--- config.mk ---
export PLATFORM = sky130hd
export DESIGN_NAME = sbg_glue
export DESIGN_NICKNAME = d
export VERILOG_FILES = /design/src/common/sbg_pkg.sv /design/src/design/sbg_glue.sv /design/src/design/sbg_addr_decode.sv
export VERILOG_INCLUDE_DIRS = /design/src /design/src/common
export SDC_FILE = /design/constraint.sdc
export NUM_CORES = 1
export LEC_CHECK = 0
export BUFFER_PORTS_ARGS = -buffer_cell sky130_fd_sc_hd__buf_2
export CAP_MARGIN = 20
export CORE_MARGIN = 5
export CORE_UTILIZATION = 31
export CTS_CLUSTER_SIZE = 20
export DETAILED_ROUTE_END_ITERATION = 12
export PLACE_DENSITY = 0.82
export SETUP_SLACK_MARGIN = 0.4
export SLEW_MARGIN = 10
export SYNTH_ARGS = -nofsm -noshare
export SYNTH_HDL_FRONTEND = slang
export SYNTH_HIERARCHICAL = 1
export SYNTH_SLANG_ARGS = --single-unit
--- constraint.sdc ---
create_clock -name i_clock -period 1.42 [get_ports i_clock]
set_input_delay 0.284 -clock i_clock [delete_from_list [all_inputs] [get_ports i_clock]]
set_output_delay 0.284 -clock i_clock [all_outputs]
set_load 0.05 [all_outputs]
--- src/common/sbg_consts.svh ---
`ifndef SBG_CONSTS_SVH
`define SBG_CONSTS_SVH
// ----------------------------------------
// address decode
// ----------------------------------------
`define SBG_TOP_MSB 14
`define SBG_TOP_LSB 12
`define SBG_SEC_MSB 11
`define SBG_SEC_LSB 8
`define SBG_TOP_RAM 3'h0
`define SBG_TOP_PROM_A 3'h5
`define SBG_TOP_PROM_B 3'h6
`define SBG_TOP_PROM_C 3'h7
`define SBG_RAM_SEC_LAST 4'h1
`define SBG_PIA_SEC_FIRST 4'h2
`define SBG_PIA_SEC_LAST 4'h7
// ----------------------------------------
// timing
// ----------------------------------------
`define SBG_CLK_PERIOD_NS 50
`define SBG_NRFD_MAX_NS 200
`define SBG_NRFD_MAX_CYC (`SBG_NRFD_MAX_NS / `SBG_CLK_PERIOD_NS)
`define SBG_PHASE_DIV 4
`endif

--- src/common/sbg_pkg.sv ---
package sbg_pkg;
    typedef enum logic [2:0] {
        SBG_IDLE,
        SBG_REQ,
        SBG_ACK,
        SBG_MASTER,
        SBG_WAIT_SYNC,
        SBG_DONE
    } sbg_state_t;
endpackage

--- src/design/sbg_glue.sv ---
`timescale 1ns/1ps
`include "sbg_consts.svh"
// Summary of operation
// - memory and adapter selects need the valid-address strobe
// - cpu direction high is read, low is write
// - nmi input acts on a falling edge
// - irq input acts on a low level
// - ram select: top digit 0, second digit 0 or 1, qualified
// - adapter selects from second digits 2..7, qualified, top zero
// - prom enables from top digits 5,6,7 with bank groups
// - bank groups are inverted AND of four consecutive active-low digit decodes
// - talk bit lets transceivers send onto instrument bus
// - listen bit lets logic drive ndac and nrfd
// - acceptor ready governs nrfd
// - ready-for-data also governs nrfd
// - logic makes transceiver output enable
// - completion flag raised after common-bus transfer
// - interrupt line to adapter on scope strobe
// - read strobe captures common-bus data into latch
// - data gate enables data transceivers
// - address gate enables address buffers
// - clear resets all common-bus control flip-flops
// - adapter direction high reads, low writes common bus
// - rising start edge launches the transfer
// - answer grant with select-acknowledge before mastering
// - master only when sync-ack and bus-busy are idle
// - attention forces nrfd within 200 ns
module sbg_glue #(
    parameter int DATA_W = 16,
    parameter int ADDR_W = 13
) (
    // clock and reset
    input wire logic i_clock,
    input wire logic i_reset,
    // cpu side
    input wire logic [15:0] i_cpu_addr,
    input wire logic i_valid_address_strobe,
    input wire logic i_cpu_read_not_write,
    input wire logic i_nmi_source_n,
    input wire logic i_irq_source_n,
    output logic o_phase1,
    output logic o_phase2,
    output logic o_cpu_bus_drive_enable,
    output logic o_nmi_request,
    output logic o_irq_request,
    output logic o_ram_sel_n,
    output logic o_ram_write,
    output logic o_adapter_read,
    output logic [5:0] o_pia_sel_n,
    output logic [2:0] o_prom_sel_n,
    output logic [3:0] o_prom_bank_group_enables,
    // instrument bus handshake
    input wire logic i_talk,
    input wire logic i_listen,
    input wire logic i_rdy,
    input wire logic i_rfd,
    input wire logic i_atn_n,
    input wire logic i_dav_n,
    output logic o_out_enable,
    output logic o_nrfd_out,
    output logic o_nrfd_oe_n,
    output logic o_ndac_out,
    output logic o_ndac_oe_n,
    // adapter side of common-bus logic
    input wire logic i_clear,
    input wire logic i_host_read,
    input wire logic i_start,
    input wire logic [DATA_W-1:0] i_wr_data,
    input wire logic [ADDR_W-1:0] i_wr_addr,
    output logic o_done,
    output logic o_scope_interrupt_line,
    output logic [DATA_W-1:0] o_rd_data,
    // common bus
    input wire logic [DATA_W-1:0] i_bus_data_n,
    input wire logic i_io_strobe_n,
    input wire logic i_priority_grant_input,
    input wire logic i_sync_ack_n,
    input wire logic i_bus_busy,
    output logic o_channel_request_n,
    output logic o_select_ack_n,
    output logic o_read_data,
    output logic o_host_data_gate,
    output logic o_host_address_gate,
    output logic o_data_mode_n,
    output logic [DATA_W-1:0] o_bus_data_n,
    output logic [ADDR_W-1:0] o_bus_addr_n
);
    if (DATA_W != 16 || ADDR_W != 13) begin : g_bad_width
        $error("sbg_glue: bus widths fixed at 16 data, 13 address");
    end

    // ----------------------------------------
    // two-phase clock
    // ----------------------------------------
    logic [1:0] phase_cnt_q;
    logic [1:0] phase_cnt_d;
    assign phase_cnt_d = phase_cnt_q + 2'h1;
    always_ff @(posedge i_clock) begin
        if (i_reset) phase_cnt_q <= 2'h0;
        else phase_cnt_q <= phase_cnt_d;
    end
    wire phase2 = phase_cnt_q[1];
    assign o_phase1 = ~phase2;
    assign o_phase2 = phase2;
    assign o_cpu_bus_drive_enable = phase2;

    // ----------------------------------------
    // address decode
    // ----------------------------------------
    sbg_addr_decode u_dec (
        .i_addr(i_cpu_addr),
        .i_valid_address_strobe(i_valid_address_strobe),
        .i_phase2(phase2),
        .o_ram_sel_n(o_ram_sel_n),
        .o_pia_sel_n(o_pia_sel_n),
        .o_prom_sel_n(o_prom_sel_n),
        .o_prom_bank_group_enables(o_prom_bank_group_enables)
    );
    assign o_ram_write = ~o_ram_sel_n & ~i_cpu_read_not_write;
    assign o_adapter_read = ~(&o_pia_sel_n) & i_cpu_read_not_write;

    // ----------------------------------------
    // cpu interrupts
    // ----------------------------------------
    logic nmi_prev_q;
    logic nmi_req_q;
    wire nmi_fall = nmi_prev_q & ~i_nmi_source_n;
    always_ff @(posedge i_clock) begin
        if (i_reset) begin
            nmi_prev_q <= 1'b1;
            nmi_req_q <= 1'b0;
        end else begin
            nmi_prev_q <= i_nmi_source_n;
            nmi_req_q <= nmi_fall;
        end
    end
    assign o_nmi_request = nmi_req_q;
    assign o_irq_request = ~i_irq_source_n;

    // ----------------------------------------
    // instrument bus handshake
    // ----------------------------------------
    // attention is combinational: one path, well under the 200 ns bound
    wire atn = ~i_atn_n;
    wire nrfd_assert = atn | (i_listen & ~i_rdy)
                     | (i_talk & ~i_rfd);
    logic ndac_q;
    always_ff @(posedge i_clock) begin
        if (i_reset) ndac_q <= 1'b1;
        else if (i_dav_n) ndac_q <= 1'b1;
        else if (i_rdy) ndac_q <= 1'b0;
    end
    assign o_out_enable = i_talk & ~atn;
    assign o_nrfd_out = ~nrfd_assert;
    assign o_nrfd_oe_n = ~(i_listen | atn | i_talk);
    assign o_ndac_out = ~ndac_q;
    assign o_ndac_oe_n = ~i_listen;

    // ----------------------------------------
    // common-bus control
    // ----------------------------------------
    sbg_pkg::sbg_state_t state_q;
    sbg_pkg::sbg_state_t state_d;
    logic start_prev_q;
    logic scope_interrupt_line_q;
    logic strobe_prev_q;
    logic [DATA_W-1:0] rd_data_q;
    logic dir_q;
    wire start_rise = i_start & ~start_prev_q;
    wire sync_ack = ~i_sync_ack_n;
    wire strobe_fall = strobe_prev_q & ~i_io_strobe_n;

    always_comb begin
        state_d = state_q;
        case (state_q)
            sbg_pkg::SBG_IDLE: begin
                if (start_rise) state_d = sbg_pkg::SBG_REQ;
            end
            sbg_pkg::SBG_REQ: begin
                if (i_priority_grant_input) state_d = sbg_pkg::SBG_ACK;
            end
            sbg_pkg::SBG_ACK: begin
                // hold select-ack until the grant goes away and sync-ack and bus-busy are idle
                if (!i_priority_grant_input && !sync_ack && !i_bus_busy)
                    state_d = sbg_pkg::SBG_MASTER;
            end
            sbg_pkg::SBG_MASTER: begin
                state_d = sbg_pkg::SBG_WAIT_SYNC;
            end
            sbg_pkg::SBG_WAIT_SYNC: begin
                if (sync_ack) state_d = sbg_pkg::SBG_DONE;
            end
            sbg_pkg::SBG_DONE: begin
                state_d = sbg_pkg::SBG_DONE;
            end
            default: state_d = sbg_pkg::SBG_IDLE;
        endcase
    end

    always_ff @(posedge i_clock) begin
        if (i_reset || i_clear) begin
            state_q <= sbg_pkg::SBG_IDLE;
            start_prev_q <= 1'b1;
            scope_interrupt_line_q <= 1'b0;
            strobe_prev_q <= 1'b1;
            rd_data_q <= '0;
            dir_q <= 1'b1;
        end else begin
            state_q <= state_d;
            start_prev_q <= i_start;
            strobe_prev_q <= i_io_strobe_n;
            if (strobe_fall) scope_interrupt_line_q <= 1'b1;
            if (start_rise) dir_q <= i_host_read;
            if (o_read_data) rd_data_q <= ~i_bus_data_n;
        end
    end

    wire mastering = (state_q == sbg_pkg::SBG_MASTER) ||
                     (state_q == sbg_pkg::SBG_WAIT_SYNC);
    assign o_channel_request_n = ~(state_q == sbg_pkg::SBG_REQ);
    assign o_select_ack_n = ~(state_q == sbg_pkg::SBG_ACK);
    assign o_host_address_gate = mastering;
    assign o_host_data_gate = mastering & ~dir_q;
    assign o_read_data = (state_q == sbg_pkg::SBG_WAIT_SYNC) & dir_q
                       & sync_ack;
    assign o_data_mode_n = ~dir_q;
    assign o_done = (state_q == sbg_pkg::SBG_DONE);
    assign o_scope_interrupt_line = scope_interrupt_line_q;
    assign o_rd_data = rd_data_q;
    assign o_bus_data_n = mastering & ~dir_q ? ~i_wr_data
                        : {DATA_W{1'b1}};
    assign o_bus_addr_n = mastering ? ~i_wr_addr : {ADDR_W{1'b1}};
endmodule // sbg_glue

--- src/design/sbg_addr_decode.sv ---
`timescale 1ns/1ps
`include "sbg_consts.svh"
module sbg_addr_decode (
    // cpu address and qualifiers
    input wire logic [15:0] i_addr,
    input wire logic i_valid_address_strobe,
    input wire logic i_phase2,
    // selects, active low; bank group enables active high
    output logic o_ram_sel_n,
    output logic [5:0] o_pia_sel_n,
    output logic [2:0] o_prom_sel_n,
    output logic [3:0] o_prom_bank_group_enables
);
    wire [2:0] top = i_addr[`SBG_TOP_MSB:`SBG_TOP_LSB];
    wire [3:0] sec = i_addr[`SBG_SEC_MSB:`SBG_SEC_LSB];
    wire [15:0] sec_dec_n = ~(16'h0001 << sec);
    wire qual = i_valid_address_strobe & i_phase2;
    wire top_zero = (top == `SBG_TOP_RAM);
    wire [2:0] top_prom = {top == `SBG_TOP_PROM_C,
                           top == `SBG_TOP_PROM_B,
                           top == `SBG_TOP_PROM_A};
    genvar g;
    // bank group k goes high when any of its four low decodes is active
    for (g = 0; g < 4; g++) begin : g_bank
        assign o_prom_bank_group_enables[g] =
            ~&sec_dec_n[g*4 +: 4];
    end
    assign o_ram_sel_n = ~(qual & top_zero &
        (sec <= `SBG_RAM_SEC_LAST));
    for (g = 0; g < 6; g++) begin : g_pia
        assign o_pia_sel_n[g] = ~(qual & top_zero &
            ~sec_dec_n[g + 2]);
    end
    assign o_prom_sel_n = ~({3{qual & (|o_prom_bank_group_enables)}}
        & top_prom);
endmodule // sbg_addr_decode

==> results_dict.tcl <==
set metrics [dict create \
    tightest_slew_ns 0.499 \
    setup_slack_ns -0.565 \
    r2r-end "o_rd_data[3]" \
    path_clk_slew_ns 0.09 \
    fin_tns_setup_ns -25.34 \
    syn-cell-area_mm2 0.00144 \
    holdPathEnd "o_rd_data[13]" \
    max_freq_mhz 504 \
    grt_usage_pct 25.1 \
    rows 24 \
    maxCapViolCount 0 \
    yosysUniqueCellTypes 39 \
    start_util_pct 32.5 \
    drtAntennaViolNets 0 \
    synth.mux.area_fraction_pct 0 \
    place_ws_ns -0.364 \
    drtIter0Drc 70 \
    synth_compound_area_share_pct 20.5 \
    clk_root_buffer_cell "clkbuf_8" \
    hold_start "i_bus_data_n[13]" \
    grt_max_degree 18 \
    synth_xor_area_share_pct 0.610 \
    drive_above_1_share_pct 82.0 \
    place.gp.congestion 0.758 \
    final_common_cell "buf_2" \
    power.internal_mw 1.30 \
    crit_path_end_kind "output pin" \
    wirelength_mm 8.67 \
    first_pass_iters 4 \
    holdPathStages 2 \
    failed_checks "negative setup slack" \
    crit_required_ns 1.14 \
    design.final.nets 443 \
    grt-ovfl-total 0 \
    antenna_cells 0 \
    yosysSeqAreaShare_pct 39.1 \
    ys_top_cells_by_area "dfxtp_1 39%, a211oi_1 8.4%, nand2_1 8.4%" \
    die_x_um 78.0 \
    io_buffers 149 \
    reg2reg_slack_ns -0.37 \
    swShare_pct 31.0 \
    powerDensity_mw_per_mm2 465 \
    switchingPower_uw 583 \
    holdWs_ns 0.176 \
    ys.warnings.count 6 \
    htree_levels 1 \
    cts_made_buffers 3 \
    synth_simple_gate_area_share_pct 32.0 \
    final_hold_viol_count 0 \
    r2r_cells 6 \
    vias 2218 \
    dieArea_mm2 0.00609 \
    critPathKind "reg2out" \
    relSlewSlack_pct 66.6 \
    ir_drop_uv 661 \
    drc_errors 0 \
    final-setup-viol-count 62 \
    dpl_cell_area_mm2 0.00300 \
    grt_setup_unrepaired "true" \
    r2r-start "state_q[1]" \
    cts_buffer_depth 2 \
    yosysTopAreaCell "dfxtp_1" \
    die_y_um 78.0 \
    clockPowerShare_pct 26.3 \
    status "finished with violations" \
    post-route-period-util_pct 140 \
    syn_to_final_growth_pct 181 \
    leakagePower_nw 1.70 \
    synth_nets 256 \
    cts.sinks 28 \
    critPathMaxFanout 8 \
    syn_inst 176 \
    clk_latency_ns 0.27 \
    first_global_vias 2282 \
    post-route-util_pct 91.4 \
    report.final.slew_viol_count 0 \
    dp_hpwl_mm 4.78 \
    core_mm2 0.00441 \
    synth_top_area_share_pct 39.1 \
    p_comb_share_pct 30.7 \
    antenna_found_initial 0 \
    power_frac_seq_pct 43.0 \
    wire_per_inst_um 20.9 \
    viasPerCell 5.36 \
    fin_worst_skew_ns 0.00250 \
    critPathArrivalTime_ns 1.70 \
    final_cell_mix "66 x buf_2, 49 x buf_8, 37 x buf_4, 36 x buf_6, 23 x nand2_8" \
    ys_ff_latch 28 \
    final_area_mm2 0.00404 \
    startpoint_type "register" \
    grt_pass1_wl_mm 12.4 \
    cts_tree "built" \
    syn_area_per_cell_um2 8.15 \
    hold_path.class "in2reg" \
    min_period_ns 1.99 \
    ios 159 \
    synth_fa_ha_area_share_pct 0 \
    synth_top_family_by_area "simple AND/OR/NAND/NOR gates" \
]
## sequential cells by signal (all words and copies together), names as in the netlist
name / cells
nmi_prev_q: 1
o_nmi_request: 1
start_prev_q: 1
dir_q: 1
strobe_prev_q: 1
o_scope_interrupt_line: 1
o_rd_data: 16
phase_cnt_q: 2
state_q: 3
ndac_q: 1
## Yosys cell counts, drive strengths merged
master / count
nand3: 5
a21oi: 19
a211o: 1
or3b: 1
and3: 2
nand4: 4
nand2: 32
a211oi: 17
o21ai: 2
inv: 11
nand4b: 1
and2b: 1
and3b: 1
and2: 2
buf: 9
nor3b: 2
or2b: 1
o21a: 1
nor3: 1
or2: 3
nand2b: 1
nor2b: 4
nor4b: 1
xnor2: 1
nand3b: 3
clkbuf: 4
a2111oi: 2
or3: 3
and4bb: 1
o221a: 1
dfxtp: 28
nor4: 1
nor2: 10
## layout make-up
class | count | area (um^2)
clock buffer | 4 | 55.1
fill | 174 | 379
inverter | 11 | 58.8
tap | 52 | 65.1
sequential | 28 | 598
multi-input combinational | 125 | 1380
timing repair buffer | 194 | 1880
## what timing repair did
action,4_1_cts,5_1_grt
buffers inserted,3,13
hold buffers,0,0
gates resized for setup,232,26
gates cloned,2,0
pin swaps,14,8
setup endpoints to repair,96,98
## stage by stage
| step | instances | total power, mW |
|---|---|---|
| floorplan | 176 | 1.03 |
| global placement | 392 | 1.23 |
| detailed placement | 392 | 1.24 |
| CTS | 401 | 1.81 |
| global route | 414 | 1.94 |
| finish | 414 | 1.88 |
## power by group through the flow
stage | Sequential [mW] | Clock (mW) | Combinational (mW)
after floorplan | 0.846 | 0 | 0.186
after global placement | 0.821 | 0 | 0.411
after detailed placement | 0.822 | 0 | 0.421
after CTS | 0.804 | 0.503 | 0.506
after global routing | 0.809 | 0.530 | 0.598
final | 0.808 | 0.493 | 0.577
## how the worst max path moves through the flow
stage | startpoint | endpoint | cells past startpoint
after global placement | state_q[1] | o_bus_data_n[15] | 5
after CTS | state_q[2] | o_bus_data_n[8] | 5
after global routing | state_q[0] | o_bus_data_n[12] | 5
after floorplan | phase_cnt_q[1] | o_adapter_read | 5
final | state_q[1] | o_bus_data_n[12] | 5
after detailed placement | state_q[1] | o_bus_data_n[2] | 5
## worst max-delay path, stage by stage, from the launching register on
cell and delay, ns:
dfxtp_4 0.36, or3b_4 0.39, a21oi_4 0.23, buf_12 0.23, nand2_8 0.06, buf_8 0.15
## metal layers
layer	part of all wire, %	global-route usage, %	vias to the layer above	wire length (um)
li1	-	-	991	-
met1	32	25.5	1056	2780
met4	2.4	5.24	0	206
met2	56	49.8	152	4870
met3	9.4	7.21	19	816
met5	0	0	-	0
## cells by family (layout without fill, tap and decap cells)
group / count (synthesis) / after routing
buffers and inverters: 24 / 209
XOR/XNOR: 1 / 1
flip-flops: 28 / 28
AND/OR/NAND/NOR: 80 / 81
AO/OA/AOI/OAI: 43 / 43
Note: power is estimated with default switching activity, not from simulation.
